[src/spsw_pkg.sv]
// Purpose: shared constants for the speed/position switching axis sequencer
// Assumes: single controller clock, register word index on a 4-bit address
// Notes:   error codes are decimal 209 and 210 written in hex
package spsw_pkg;
	// ------------------------------------------------------------
	// register word indices
	// ------------------------------------------------------------
	localparam logic [3:0] REG_CTRL      = 4'h0;
	localparam logic [3:0] REG_SPEED     = 4'h1;
	localparam logic [3:0] REG_TRAVEL    = 4'h2;
	localparam logic [3:0] REG_STATUS    = 4'h3;
	localparam logic [3:0] REG_FEED      = 4'h4;
	localparam logic [3:0] REG_POSTDOG   = 4'h5;
	localparam logic [3:0] REG_ERR       = 4'h6;
	localparam logic [3:0] REG_STROKE_LO = 4'h7;
	localparam logic [3:0] REG_STROKE_HI = 4'h8;

	// ------------------------------------------------------------
	// control register fields
	// ------------------------------------------------------------
	localparam int CB_FWD    = 0;
	localparam int CB_REV    = 1;
	localparam int CB_RESUME = 2;
	localparam int CB_STOP   = 3;
	localparam int CB_SWEN   = 4;
	localparam int CB_KEEP   = 5;
	localparam int CB_SRC    = 6;
	localparam int CB_NC     = 8;
	localparam int CB_BITDEV = 9;

	localparam logic [1:0] SRC_MODULE = 2'h0;
	localparam logic [1:0] SRC_DOG    = 2'h1;
	localparam logic [1:0] SRC_DI     = 2'h2;
	localparam logic [1:0] SRC_BIT    = 2'h3;

	// ------------------------------------------------------------
	// codes and reset values
	// ------------------------------------------------------------
	localparam logic [15:0] ERR_NONE      = 16'h0000;
	localparam logic [15:0] ERR_OVERRUN   = 16'h00D1;
	localparam logic [15:0] ERR_STROKE    = 16'h00D2;
	localparam logic [15:0] RST_SPEED     = 16'h0000;
	localparam logic [31:0] RST_TRAVEL    = 32'h0000_0000;
	localparam logic [31:0] RST_STROKE_LO = 32'h8000_0000;
	localparam logic [31:0] RST_STROKE_HI = 32'h7FFF_FFFF;

	localparam logic [1:0] PH_NONE = 2'h0;
	localparam logic [1:0] PH_SPD  = 2'h1;
	localparam logic [1:0] PH_POS  = 2'h2;

	typedef enum logic [1:0] {
		ST_IDLE  = 2'b00,
		ST_SPEED = 2'b01,
		ST_POS   = 2'b10,
		ST_STOP  = 2'b11
	} spsw_state_e;
endpackage : spsw_pkg

[src/spsw_trig.sv]
// Purpose: synchronise one trigger pin and apply its contact polarity
// Assumes: pin is asynchronous to CLK_I
// Notes:   output is a level, two cycles behind the pin
`timescale 1ns/100ps
module spsw_trig (
	input  wire logic clk_i,
	input  wire logic rst_i,
	input  wire logic pin_i,
	input  wire logic nc_i,
	output logic      asserted_o
);
	logic meta_r;
	logic sync_r;

	always_ff @(posedge clk_i) begin
		if (rst_i) begin
			meta_r <= 1'b0;
			sync_r <= 1'b0;
		end else begin
			meta_r <= pin_i;
			sync_r <= meta_r;
		end
	end

	// normally-closed contact asserts on the low level
	assign asserted_o = sync_r ^ nc_i;
endmodule : spsw_trig

[src/spsw_axis.sv]
// Purpose: speed-to-position switching sequencer for one axis
// Assumes: one step of speed per clock, feed value moves by speed each clock
// Notes:   registers on a plain strobe port, read data one cycle later
// Notes on behaviour
// - trigger asserts on active level if normally-open, inactive if normally-closed
// - trigger source selectable: input module, amplifier dog, digital input, bit device
// - keep command off at start clears feed to 0, then accumulates all travel
// - keep command on at start preserves feed and updates it from start
// - travel change register is latched as travel when trigger switches
// - distance since switching to position mode goes to post-dog register
// - switch needs start accepted, speed phase running and switch enable on
// - enable and trigger on at start gives position only, no speed flag
// - travel below deceleration distance starts deceleration at the trigger
// - overrun sets error flag and stores code 209
// - overrun stop leaves positioning done flag off
// - no stroke check in speed phase; out of range at switch gives 210 and stop
// - resume accepted only after stop command in speed or position phase
// - resume from speed-phase stop restarts speed control awaiting trigger
// - resume from position-phase stop travels remaining distance to target
// - resume uses speed captured at original start, not later changes
// - forward start moves address up, reverse start moves address down
// - trigger already on before enable turned on is ignored
//
// Implementation choices: the address-and-strobe port and the register offsets.
`timescale 1ns/100ps
module spsw_axis
	import spsw_pkg::*;
(
	input  wire logic        CLK_I,
	input  wire logic        RESET_I,
	input  wire logic [3:0]  ADDR_I,
	input  wire logic [31:0] WDATA_I,
	input  wire logic        WR_I,
	input  wire logic        RD_I,
	output logic      [31:0] RDATA_O,
	input  wire logic        TRIG_MODULE_I,
	input  wire logic        TRIG_DOG_I,
	input  wire logic        TRIG_DI_I,
	output logic      [31:0] FEED_O,
	output logic      [15:0] SPEED_O,
	output logic             DIR_O,
	output logic             START_ACC_O,
	output logic             SPEED_PHASE_O,
	output logic             POS_DONE_O,
	output logic             ERR_O
);
	// ------------------------------------------------------------
	// registers and decode
	// ------------------------------------------------------------
	spsw_state_e        state_r, state_nxt;
	logic               swen_r, keep_r, nc_r, bitdev_r;
	logic        [1:0]  src_r;
	logic        [15:0] cmd_speed_r, run_speed_r, start_speed_r, speed_r, spd_nxt, step;
	logic        [31:0] travel_chg_r, travel_r, postdog_r, stroke_lo_r, stroke_hi_r;
	logic        [31:0] remaining, dd, rdata_r, rmux;
	logic signed [31:0] feed_r, base, tgt;
	logic               dir_r, dir_now, start_acc_r, done_r, err_r, pos_phase_r;
	logic        [15:0] err_code_r;
	logic        [1:0]  stop_phase_r;
	logic               trig_prev_r, trig_lvl, trig_mod, trig_dog, trig_di;
	logic               wr_ctrl, cmd_fwd, cmd_rev, cmd_resume, cmd_stop;
	logic               start, resume, stop, sw_evt, direct_pos, enter_pos;
	logic               stroke_bad, overrun, pos_finish, trig_rise;

	assign wr_ctrl    = WR_I && (ADDR_I == REG_CTRL);
	assign cmd_fwd    = wr_ctrl && WDATA_I[CB_FWD];
	assign cmd_rev    = wr_ctrl && WDATA_I[CB_REV] && !WDATA_I[CB_FWD];
	assign cmd_resume = wr_ctrl && WDATA_I[CB_RESUME];
	assign cmd_stop   = wr_ctrl && WDATA_I[CB_STOP];

	always_ff @(posedge CLK_I) begin
		if (RESET_I) begin
			swen_r       <= 1'b0;
			keep_r       <= 1'b0;
			src_r        <= SRC_MODULE;
			nc_r         <= 1'b0;
			bitdev_r     <= 1'b0;
			cmd_speed_r  <= RST_SPEED;
			travel_chg_r <= RST_TRAVEL;
			stroke_lo_r  <= RST_STROKE_LO;
			stroke_hi_r  <= RST_STROKE_HI;
		end else if (WR_I) begin
			unique case (ADDR_I)
				REG_CTRL: begin
					swen_r   <= WDATA_I[CB_SWEN];
					keep_r   <= WDATA_I[CB_KEEP];
					src_r    <= WDATA_I[CB_SRC +: 2];
					nc_r     <= WDATA_I[CB_NC];
					bitdev_r <= WDATA_I[CB_BITDEV];
				end
				REG_SPEED:     cmd_speed_r  <= WDATA_I[15:0];
				REG_TRAVEL:    travel_chg_r <= WDATA_I;
				REG_STROKE_LO: stroke_lo_r  <= WDATA_I;
				REG_STROKE_HI: stroke_hi_r  <= WDATA_I;
				default: ;
			endcase
		end
	end

	// ------------------------------------------------------------
	// trigger sources
	// ------------------------------------------------------------
	spsw_trig u_trig_mod (.clk_i(CLK_I), .rst_i(RESET_I), .pin_i(TRIG_MODULE_I),
		.nc_i(nc_r), .asserted_o(trig_mod));
	spsw_trig u_trig_dog (.clk_i(CLK_I), .rst_i(RESET_I), .pin_i(TRIG_DOG_I),
		.nc_i(nc_r), .asserted_o(trig_dog));
	spsw_trig u_trig_di  (.clk_i(CLK_I), .rst_i(RESET_I), .pin_i(TRIG_DI_I),
		.nc_i(nc_r), .asserted_o(trig_di));

	always_comb begin
		unique case (src_r)
			SRC_MODULE: trig_lvl = trig_mod;
			SRC_DOG:    trig_lvl = trig_dog;
			SRC_DI:     trig_lvl = trig_di;
			SRC_BIT:    trig_lvl = bitdev_r ^ nc_r;
		endcase
	end

	always_ff @(posedge CLK_I) begin
		if (RESET_I)
			trig_prev_r <= 1'b0;
		else
			trig_prev_r <= trig_lvl;
	end
	assign trig_rise = trig_lvl && !trig_prev_r;

	// ------------------------------------------------------------
	// sequencing decisions
	// ------------------------------------------------------------
	assign start  = (cmd_fwd || cmd_rev) && (state_r == ST_IDLE);
	assign resume = cmd_resume && (state_r == ST_IDLE) && (stop_phase_r != PH_NONE);
	assign stop   = cmd_stop && ((state_r == ST_SPEED) || (state_r == ST_POS));
	// only a fresh edge seen while enable is on may switch
	assign sw_evt = (state_r == ST_SPEED) && trig_rise && swen_r && start_acc_r && !stop;
	assign direct_pos = start && WDATA_I[CB_SWEN] && trig_lvl;
	assign enter_pos  = sw_evt || direct_pos;

	assign dir_now = direct_pos ? cmd_rev : dir_r;
	assign base    = (direct_pos && !WDATA_I[CB_KEEP]) ? 32'sh0000_0000 : feed_r;
	assign tgt     = dir_now ? base - $signed(travel_chg_r) : base + $signed(travel_chg_r);
	assign stroke_bad = enter_pos && ((tgt > $signed(stroke_hi_r)) || (tgt < $signed(stroke_lo_r)));
	// distance to stop from current speed, one unit of speed shed per clock
	assign dd      = ({16'h0000, speed_r} * {16'h0000, speed_r - 16'h0001}) >> 1;
	assign overrun = sw_evt && !stroke_bad && (travel_chg_r < dd);

	assign remaining = travel_r - postdog_r;

	always_comb begin
		spd_nxt = 16'h0000;
		step    = 16'h0000;
		unique case (state_r)
			ST_IDLE: ;
			ST_SPEED: begin
				if (speed_r < run_speed_r)
					spd_nxt = speed_r + 16'h0001;
				else if (speed_r > run_speed_r)
					spd_nxt = speed_r - 16'h0001;
				else
					spd_nxt = speed_r;
				step = spd_nxt;
			end
			ST_POS: begin
				// hold at least one unit so the last bit of travel is covered
				if (remaining <= dd + {16'h0000, speed_r})
					spd_nxt = (speed_r > 16'h0001) ? speed_r - 16'h0001 : 16'h0001;
				else if (speed_r < run_speed_r)
					spd_nxt = speed_r + 16'h0001;
				else
					spd_nxt = run_speed_r;
				// clamp lands exactly on the target
				step = (remaining < {16'h0000, spd_nxt}) ? remaining[15:0] : spd_nxt;
			end
			ST_STOP: begin
				spd_nxt = (speed_r != 16'h0000) ? speed_r - 16'h0001 : 16'h0000;
				step    = spd_nxt;
			end
		endcase
	end

	assign pos_finish = (state_r == ST_POS) && !stop && (remaining == {16'h0000, step});

	always_comb begin
		state_nxt = state_r;
		unique case (state_r)
			ST_IDLE: begin
				if (start)
					state_nxt = direct_pos ? (stroke_bad ? ST_STOP : ST_POS) : ST_SPEED;
				else if (resume)
					state_nxt = (stop_phase_r == PH_POS) ? ST_POS : ST_SPEED;
			end
			ST_SPEED: begin
				if (stop || stroke_bad || overrun)
					state_nxt = ST_STOP;
				else if (sw_evt)
					state_nxt = ST_POS;
			end
			ST_POS: begin
				if (stop)
					state_nxt = ST_STOP;
				else if (pos_finish)
					state_nxt = ST_IDLE;
			end
			ST_STOP: begin
				if (speed_r == 16'h0000)
					state_nxt = ST_IDLE;
			end
		endcase
	end

	always_ff @(posedge CLK_I) begin
		if (RESET_I)
			state_r <= ST_IDLE;
		else
			state_r <= state_nxt;
	end

	// ------------------------------------------------------------
	// motion: speed, direction, feed and post-switch travel
	// ------------------------------------------------------------
	always_ff @(posedge CLK_I) begin
		if (RESET_I) begin
			speed_r       <= 16'h0000;
			run_speed_r   <= 16'h0000;
			start_speed_r <= 16'h0000;
			dir_r         <= 1'b0;
		end else begin
			speed_r <= (pos_finish || state_nxt == ST_IDLE) ? 16'h0000 : spd_nxt;
			if (start) begin
				start_speed_r <= cmd_speed_r;
				run_speed_r   <= cmd_speed_r;
				dir_r         <= cmd_rev;
			end else if (resume)
				run_speed_r <= start_speed_r;
			else if (WR_I && ADDR_I == REG_SPEED && state_r != ST_IDLE)
				run_speed_r <= WDATA_I[15:0];
		end
	end

	always_ff @(posedge CLK_I) begin
		if (RESET_I)
			feed_r <= 32'sh0000_0000;
		else if (start && !WDATA_I[CB_KEEP])
			feed_r <= 32'sh0000_0000;
		else if (dir_r)
			feed_r <= feed_r - $signed({16'h0000, step});
		else
			feed_r <= feed_r + $signed({16'h0000, step});
	end

	always_ff @(posedge CLK_I) begin
		if (RESET_I) begin
			travel_r    <= RST_TRAVEL;
			postdog_r   <= 32'h0000_0000;
			pos_phase_r <= 1'b0;
		end else if (enter_pos) begin
			travel_r    <= travel_chg_r;
			postdog_r   <= 32'h0000_0000;
			pos_phase_r <= 1'b1;
		end else if (start || (resume && stop_phase_r == PH_SPD)) begin
			pos_phase_r <= 1'b0;
		end else if (pos_phase_r && state_r != ST_IDLE) begin
			postdog_r <= postdog_r + {16'h0000, step};
		end
	end

	// ------------------------------------------------------------
	// flags and error
	// ------------------------------------------------------------
	always_ff @(posedge CLK_I) begin
		if (RESET_I) begin
			start_acc_r  <= 1'b0;
			done_r       <= 1'b0;
			stop_phase_r <= PH_NONE;
		end else begin
			start_acc_r <= (state_nxt != ST_IDLE);
			if (start || resume)
				done_r <= 1'b0;
			else if (pos_finish)
				done_r <= 1'b1;
			if (start || resume)
				stop_phase_r <= PH_NONE;
			else if (stop)
				stop_phase_r <= pos_phase_r ? PH_POS : PH_SPD;
		end
	end

	always_ff @(posedge CLK_I) begin
		if (RESET_I) begin
			err_r      <= 1'b0;
			err_code_r <= ERR_NONE;
		end else if (overrun) begin
			err_r      <= 1'b1;
			err_code_r <= ERR_OVERRUN;
		end else if (stroke_bad) begin
			err_r      <= 1'b1;
			err_code_r <= ERR_STROKE;
		end else if (WR_I && ADDR_I == REG_ERR) begin
			err_r      <= 1'b0;
			err_code_r <= ERR_NONE;
		end
	end

	// ------------------------------------------------------------
	// read port
	// ------------------------------------------------------------
	always_comb begin
		unique case (ADDR_I)
			REG_CTRL:      rmux = {22'h000000, bitdev_r, nc_r, src_r, keep_r, swen_r, 4'h0};
			REG_SPEED:     rmux = {16'h0000, cmd_speed_r};
			REG_TRAVEL:    rmux = travel_chg_r;
			REG_STATUS:    rmux = {22'h000000, state_r, dir_r, stop_phase_r, err_r,
				done_r, pos_phase_r, SPEED_PHASE_O, start_acc_r};
			REG_FEED:      rmux = feed_r;
			REG_POSTDOG:   rmux = postdog_r;
			REG_ERR:       rmux = {16'h0000, err_code_r};
			REG_STROKE_LO: rmux = stroke_lo_r;
			REG_STROKE_HI: rmux = stroke_hi_r;
			default:       rmux = 32'h0000_0000;
		endcase
	end

	logic spd_flag_r;
	always_ff @(posedge CLK_I) begin
		if (RESET_I) begin
			rdata_r    <= 32'h0000_0000;
			spd_flag_r <= 1'b0;
		end else begin
			rdata_r    <= RD_I ? rmux : 32'h0000_0000;
			spd_flag_r <= (state_nxt == ST_SPEED);
		end
	end

	assign RDATA_O       = rdata_r;
	assign FEED_O        = feed_r;
	assign SPEED_O       = speed_r;
	assign DIR_O         = dir_r;
	assign START_ACC_O   = start_acc_r;
	assign SPEED_PHASE_O = spd_flag_r;
	assign POS_DONE_O    = done_r;
	assign ERR_O         = err_r;
endmodule : spsw_axis

[config.mk]
export PLATFORM = sky130hd
export DESIGN_NAME = spsw_axis
export DESIGN_NICKNAME = d
export VERILOG_FILES = /design/src/spsw_pkg.sv /design/src/spsw_trig.sv /design/src/spsw_axis.sv
export SDC_FILE = /design/constraint.sdc
export NUM_CORES = 2
export LEC_CHECK = 0
export BUFFER_PORTS_ARGS = -buffer_cell sky130_fd_sc_hd__buf_2
export CORE_MARGIN = 5
export CORE_UTILIZATION = 51
export DETAILED_ROUTE_END_ITERATION = 12
export PLACE_DENSITY = 0.74
export SLEW_MARGIN = 20
export SYNTH_ARGS = -nofsm -noshare
export SYNTH_HDL_FRONTEND = slang
export SYNTH_HIERARCHICAL = 1
export SYNTH_SLANG_ARGS = --single-unit
[constraint.sdc]
create_clock -name CLK_I -period 43.3 [get_ports CLK_I]
set_clock_uncertainty 0.2 [all_clocks]
set_input_delay 2.165 -clock CLK_I [delete_from_list [all_inputs] [get_ports CLK_I]]
set_output_delay 2.165 -clock CLK_I [all_outputs]
set_load 0.01 [all_outputs]
After elaboration in Yosys (flattened, before gate mapping)
Index checks and enable logic that the tools add are counted.
{"block": "word_totals", "register_bits": 316, "in_bits": 43, "out_inout_bits": 85, "elab_cells": 182}
{"block": "op_classes", "addsub": 9, "multipliers": 1, "n_lt_le_gt_ge": 8, "eq_ne": 18, "n_mux": 39, "n_bitwise": 6, "n_reduce_logical": 68}
{"cell": "32-bit case mux with 9 select lines", "n": 1}
{"cell": "16-bit two-way mux", "n": 11}
{"cell": "32-bit two-way mux", "n": 3}
{"cell": "16-bit case mux with 3 select lines", "n": 2}
{"cell": "32-bit subtractor", "n": 2}
{"cell": "31-bit by 16-bit adder with 32-bit output", "n": 1}
{"cell": "32-bit by 16-bit adder with 32-bit output", "n": 1}
{"cell": "32-bit by 17-bit adder with 32-bit output", "n": 1}
{"cell": "32-bit adder", "n": 1}
{"cell": "32-bit by 16-bit == test with 1-bit output", "n": 1}
{"cell": "32-bit > comparator", "n": 1}
{"cell": "32-bit <= comparator", "n": 1}
{"cell": "32-bit by 16-bit < comparator with 1-bit output", "n": 1}
{"cell": "32-bit by 31-bit < comparator with 1-bit output", "n": 1}
{"cell": "32-bit < comparator", "n": 1}
{"cell": "16-bit by 16-bit multiplier with 32-bit output", "n": 1}
{"cell": "32-bit by 17-bit subtractor with 32-bit output", "n": 1}
{"cell": "1-bit logical AND", "n": 29}
{"cell": "8-bit two-way mux", "n": 3}
{"cell": "2-bit two-way mux", "n": 10}
{"cell": "16-bit by 1-bit adder with 16-bit output, second input constant", "n": 1}
{"cell": "4-bit by 3-bit == test with 1-bit output, second input constant", "n": 4}
{"cell": "16-bit by 1-bit > comparator with 1-bit output, second input constant", "n": 1}
{"cell": "16-bit > comparator", "n": 1}
{"cell": "other kinds (22)", "n": 69}

Depth between registers and ports, before layout
{"block": "depth", "depth_word": 24, "mapped_depth": 82, "ltp_nobuf": 74}

Modules after synthesis
The synthesis kept the hierarchy.
{"module": "spsw_axis", "instances": 1, "cells_per_inst": 4421, "area_each_um2": 34254.1, "seq_area_each_um2": 6145.9}
{"module": "spsw_trig", "instances": 3, "cells_per_inst": 5, "area_each_um2": 61.3, "seq_area_each_um2": 40.0}

Least setup slack after synthesis
Ideal clock, no wire load.
{"block": "synth_path", "path_kind": "reg-to-reg", "startpoint": "register speed_r[0], in the netlist SPEED_O[0]", "endpoint": "register feed_r[30], in the netlist FEED_O[30]", "setup_ns": 0.121, "arrival_time_ns": 16.111, "required_time_ns": 42.979, "slack_ns": 26.869, "path_stages_with_launch": 75, "path_buffers": 8, "period_less_slack_ns": 16.431, "path_cell_list": "dfxtp_1 > clkbuf_1 > inv_1 > clkbuf_1 > ha_1 > clkbuf_1 > inv_1 > or4_1 > ha_1 > inv_1 > clkbuf_1 > nand2_1 > fa_1 > inv_1 > fa_1 > inv_1 > fa_1 > inv_1 > (+39 left out) > ha_1 > o21ai_0 > inv_1 > fa_1 > nor2b_1 > o21ai_0 > a21boi_0 > o21ai_0 > nand2b_1 > a31oi_1 > o311ai_0 > o211a_1 > a41oi_1 > a211o_1 > o31a_1 > a21oi_1 > a31oi_1 > mux2_2"}
{"block": "synth_via", "elab_chain_len": 11, "word_cells_on_any_way": 22, "cone_classes": "add/sub (5); mul (1); order compare (5); mux (10); reduce/logical (1)"}
{"element": "from (decl)", "line_no": "spsw_axis.sv:53", "text": "logic [15:0] cmd_speed_r, run_speed_r, start_speed_r, speed_r, spd_nxt, step;"}
{"element": "from (signal assigned)", "line_no": "spsw_axis.sv:227", "text": "speed_r <= (pos_finish || state_nxt == ST_IDLE) ? 16'h0000 : spd_nxt;"}
{"element": "16-bit by 1-bit subtractor with 16-bit output"}
{"element": "16-bit by 16-bit multiplier with 32-bit output", "line_no": "spsw_axis.sv:143", "text": "assign dd = ({16'h0000, speed_r} * {16'h0000, speed_r - 16'h0001}) >> 1;"}
{"element": "31-bit by 16-bit adder with 32-bit output", "line_no": "spsw_axis.sv:164", "text": "if (remaining <= dd + {16'h0000, speed_r})"}
{"element": "32-bit <= comparator", "line_no": "spsw_axis.sv:164"}
{"element": "16-bit two-way mux", "line_no": "spsw_axis.sv:164"}
{"element": "16-bit two-way mux", "line_no": "spsw_axis.sv:151", "text": "unique case (state_r)"}
{"element": "32-bit by 16-bit < comparator with 1-bit output", "line_no": "spsw_axis.sv:171", "text": "step = (remaining < {16'h0000, spd_nxt}) ? remaining[15:0] : spd_nxt;"}
{"element": "16-bit two-way mux", "line_no": "spsw_axis.sv:171"}
{"element": "16-bit case mux with 3 select lines (*)", "line_no": "spsw_axis.sv:151"}
{"element": "32-bit by 17-bit adder with 32-bit output / 32-bit by 17-bit subtractor with 32-bit output (equally long branches)", "line_no": "spsw_axis.sv:247, spsw_axis.sv:245"}
{"element": "32-bit two-way mux (*)", "line_no": "spsw_axis.sv:244", "text": "else if (dir_r)"}
{"element": "to (signal assigned)", "line_no": "spsw_axis.sv:245", "text": "feed_r <= feed_r - $signed({16'h0000, step});"}
{"element": "to (signal assigned)", "line_no": "spsw_axis.sv:247", "text": "feed_r <= feed_r + $signed({16'h0000, step});"}
{"element": "to (decl)", "line_no": "spsw_axis.sv:56", "text": "logic signed [31:0] feed_r, base, tgt;"}
Mark *: on every way between the ends. The rest lies on a longest branch, timed or not. The select of a mux whose other input is x is not followed.
A chain may end at the register's enable or synchronous reset.

Worst setup path in the final report
{"block": "layout_path", "startpoint": "register speed_r[2], in the netlist SPEED_O[2]", "endpoint": "register feed_r[31], in the netlist FEED_O[31]"}
Same word-level chain as after synthesis.

==> flow_summary_export.csv <==
group,metric,value,unit
detailed_routing,avgRoutedWirePerCell,22.30,um
global_route,overflow,0,
sta,rsz0062_at_grt,"false",
cells_and_area,drive_gt1_frac,0.07271,
sta,finalHoldViolCount,0,
global_route,antenna_found_initial,0,
placement,placedCellCount,5282,
cells_and_area,final_cell_mix,"580 x nand2_1, 477 x inv_1, 411 x ha_1",
sta,relSlewSlack,0.2672,
detailed_routing,drt-vias-per-instance,6.140,
clocking,clk_latency,0.55,ns
yosys,ys_top_cells_by_area,"dfxtp_1 18%, ha_1 15%, fa_1 12%",
sta,min_period_over_period,0.4440,
run,drv_cap,0,
placement,gp_congestion,1.047,
setup_path,rrSetupSlack,24.08,ns
yosys,synth_flop_cell,"dfxtp_1",
clocking,path_clk_slew,0.07,ns
clocking,cts_buffers,34,
floorplan,die_h,269.9,um
setup_path,crit_arrival,19.44,ns
yosys,synth_fp_nets,5088,
yosys,postSynth.asyncResetShare,0,
yosys,ys_warn_count,6,
clocking,post_cts_buffers,0,
detailed_routing,vias,32810,
clocking,cts_sinks,313,
clocking,cts_resized,0,
yosys,netlist_instances,4436,
cells_and_area,regArea,6266,um^2
setup_path,worst-setup-path-type,"flop to flop",
placement,dp_hpwl,92020,um
cells_and_area,finalNonFillerCells,5343,
clocking,clockBufferDepth,3,
hold_path,holdCritPathClass,"flop to flop",
detailed_routing,first_pass_iters,7,
global_route,grt_pass1_wl,184800,um
detailed_routing,drtAntennaViolNets,0,
detailed_routing,wl,119200,um
setup_path,critPathMaxFanout,27,
sta,finalWorstSetupSlack,24.08,ns
floorplan,rows,95,
yosys,synth_area_leader_cell,"dfxtp_1",
floorplan,fp.dieW,269.9,um
clocking,cts_tree,"yes",
yosys,synth-compound-area-share,0.1947,
setup_path,critPathSlowestCell,"a22o_1",
cells_and_area,synthToLayoutAreaGrowth,7.492,%
clocking,cts_root_buf,"clkbuf_16",
yosys,synth_xor_area_frac,0.05036,
clocking,ctsHoldBuffers,0,
setup_path,worst-endpoint-required,43.51,ns
floorplan,coreArea,67040,um^2
global_route,first_global_vias,32050,
cells_and_area,multiInputGateArea,25620,um^2
cells_and_area,diodes,0,
clocking,htree_levels,2,
floorplan,start_util,0.5137,
yosys,synthMuxAreaShare,0.02224,
yosys,synth_top_family_by_area,"adder cells",
placement,pre_cts_ws,24.36,ns
sta,max_clock_freq,52.02,MHz
global_route,grt_usage,0.3152,
sta,drv_slew,0,
yosys,synth_edf_count,0,
sta,worstMarginPinSlew,1.099,ns
setup_path,startpoint_type,"flop",
cells_and_area,nFillCells,6404,
status,status,"complete, no violations",
floorplan,design.die.area,72820,um^2
yosys,synth-seq-cells,313,
cells_and_area,finalNetCount,5097,
cells_and_area,layout_commonest_cell,"nand2_1",
yosys,synth.distinct_cells,90,
setup_path,cp-end-kind,"flop",
yosys,synthSimpleGateAreaFrac,0.2100,
detailed_routing,drt_iter0_drc,3786,
yosys,synth_area,34440,um^2
setup_path,slowest_delay,0.83,ns
sta,fin_crit,19.22,ns
yosys,yosys.area.top_type_share,0.1820,
floorplan,pin_count,128,
yosys,synthAdderAreaFrac,0.2644,
yosys,syn_avg_cell_area,7.763,um^2
setup_path,cpMostUsedCell,"ha_1",
sta,fin_tns_setup,0,ns
placement,io_buffers,127,
yosys,yosysSeqAreaShare,0.1820,
global_route,grt_max_degree,94,
detailed_routing,route.detailed.drc,0,
sta,setup_viol,0,
[cells by family after synthesis]
kind of cell / after synthesis
AO/OA/AOI/OAI: 1036
XOR/XNOR: 198
adder cells (fa/ha/maj): 609
buffers and inverters: 696
flip-flops: 313
multiplexers: 72
AND/OR/NAND/NOR: 1512
[critical path, delay by kind of cell (launching register included)]
kind                     cells  cell delay, ns
AND/OR/NAND/NOR             19            5.48
AO/OA/AOI/OAI               23            5.62
adder cells (fa/ha/maj)     13            5.27
multiplexers                 1            0.59
flip-flops                   1            0.30
XOR/XNOR                     4            0.66
buffers and inverters        6            0.94
[registers in the layout (all words and copies together), names as in the netlist, 2 cells and up]
name           flops
cmd_speed_r       16
stroke_lo_r       32
travel_chg_r      32
FEED_O            32
stroke_hi_r       32
state_r            2
start_speed_r     16
src_r              2
run_speed_r       16
err_code_r         3
stop_phase_r       2
SPEED_O           16
postdog_r         32
RDATA_O           32
travel_r          32
[per-layer routing]
layer | GRT usage | part of all wire
met3 | 0.04451 | 0.093
met1 | 0.4244 | 0.41
met5 | 0 | 0
met2 | 0.5014 | 0.44
met4 | 0.1494 | 0.056
[cell usage after synthesis, types with 26 or more instances]
library cell and number:
a211oi_1 33, a21o_1 84, a21oi_1 377, a22oi_1 49
a31oi_1 49, and2_1 50, and3_1 27, clkbuf_1 198
dfxtp_1 313, fa_1 198, ha_1 411, inv_1 477
mux2_2 26, mux2i_1 45, nand2_1 581, nand2b_1 133
nand3_1 69, nand4_1 51, nor2_1 294, nor2b_1 101
nor3_1 73, nor4_1 27, o211ai_1 37, o21a_1 49
o21ai_0 142, or3_1 32, xnor2_1 109, xor2_1 89
[cell type report]
type,instances,area share
Clock buffer,47,0.02647
Clock inverter,14,0.004293
Inverter,481,0.04877
Multi-Input combinational cell,3427,0.6920
Sequential cell,313,0.1693
Tap cell,873,0.02951
Timing Repair Buffer,188,0.02971
[final timing paths]
| path | start | to | cells past startpoint |
|---|---|---|---|
| min | u_trig_di/meta_r$_SDFF_PP0_ | u_trig_di/sync_r$_SDFF_PP0_ | 1 |
| max | SPEED_O[2]$_SDFF_PP0_ | FEED_O[31]$_SDFF_PP0_ | 66 |
| max reg2reg | SPEED_O[2]$_SDFF_PP0_ | FEED_O[31]$_SDFF_PP0_ | 66 |
| min reg2reg | u_trig_di/meta_r$_SDFF_PP0_ | u_trig_di/sync_r$_SDFF_PP0_ | 1 |
[metrics by stage]
step           hold WS, ns  cell area, um^2  utilization
3_3_place_gp        0.2141            35870       0.5351
2_1_floorplan       0.2138            34440            -
3_5_place_dp        0.2220            35870       0.5351
4_1_cts             0.2316            37010       0.5521
5_1_grt             0.2556            37020       0.5522
6_report            0.2304            37020       0.5522
Power is not shown: default switching activity piles up to over one toggle a cycle in this logic, so the estimate is an artifact.
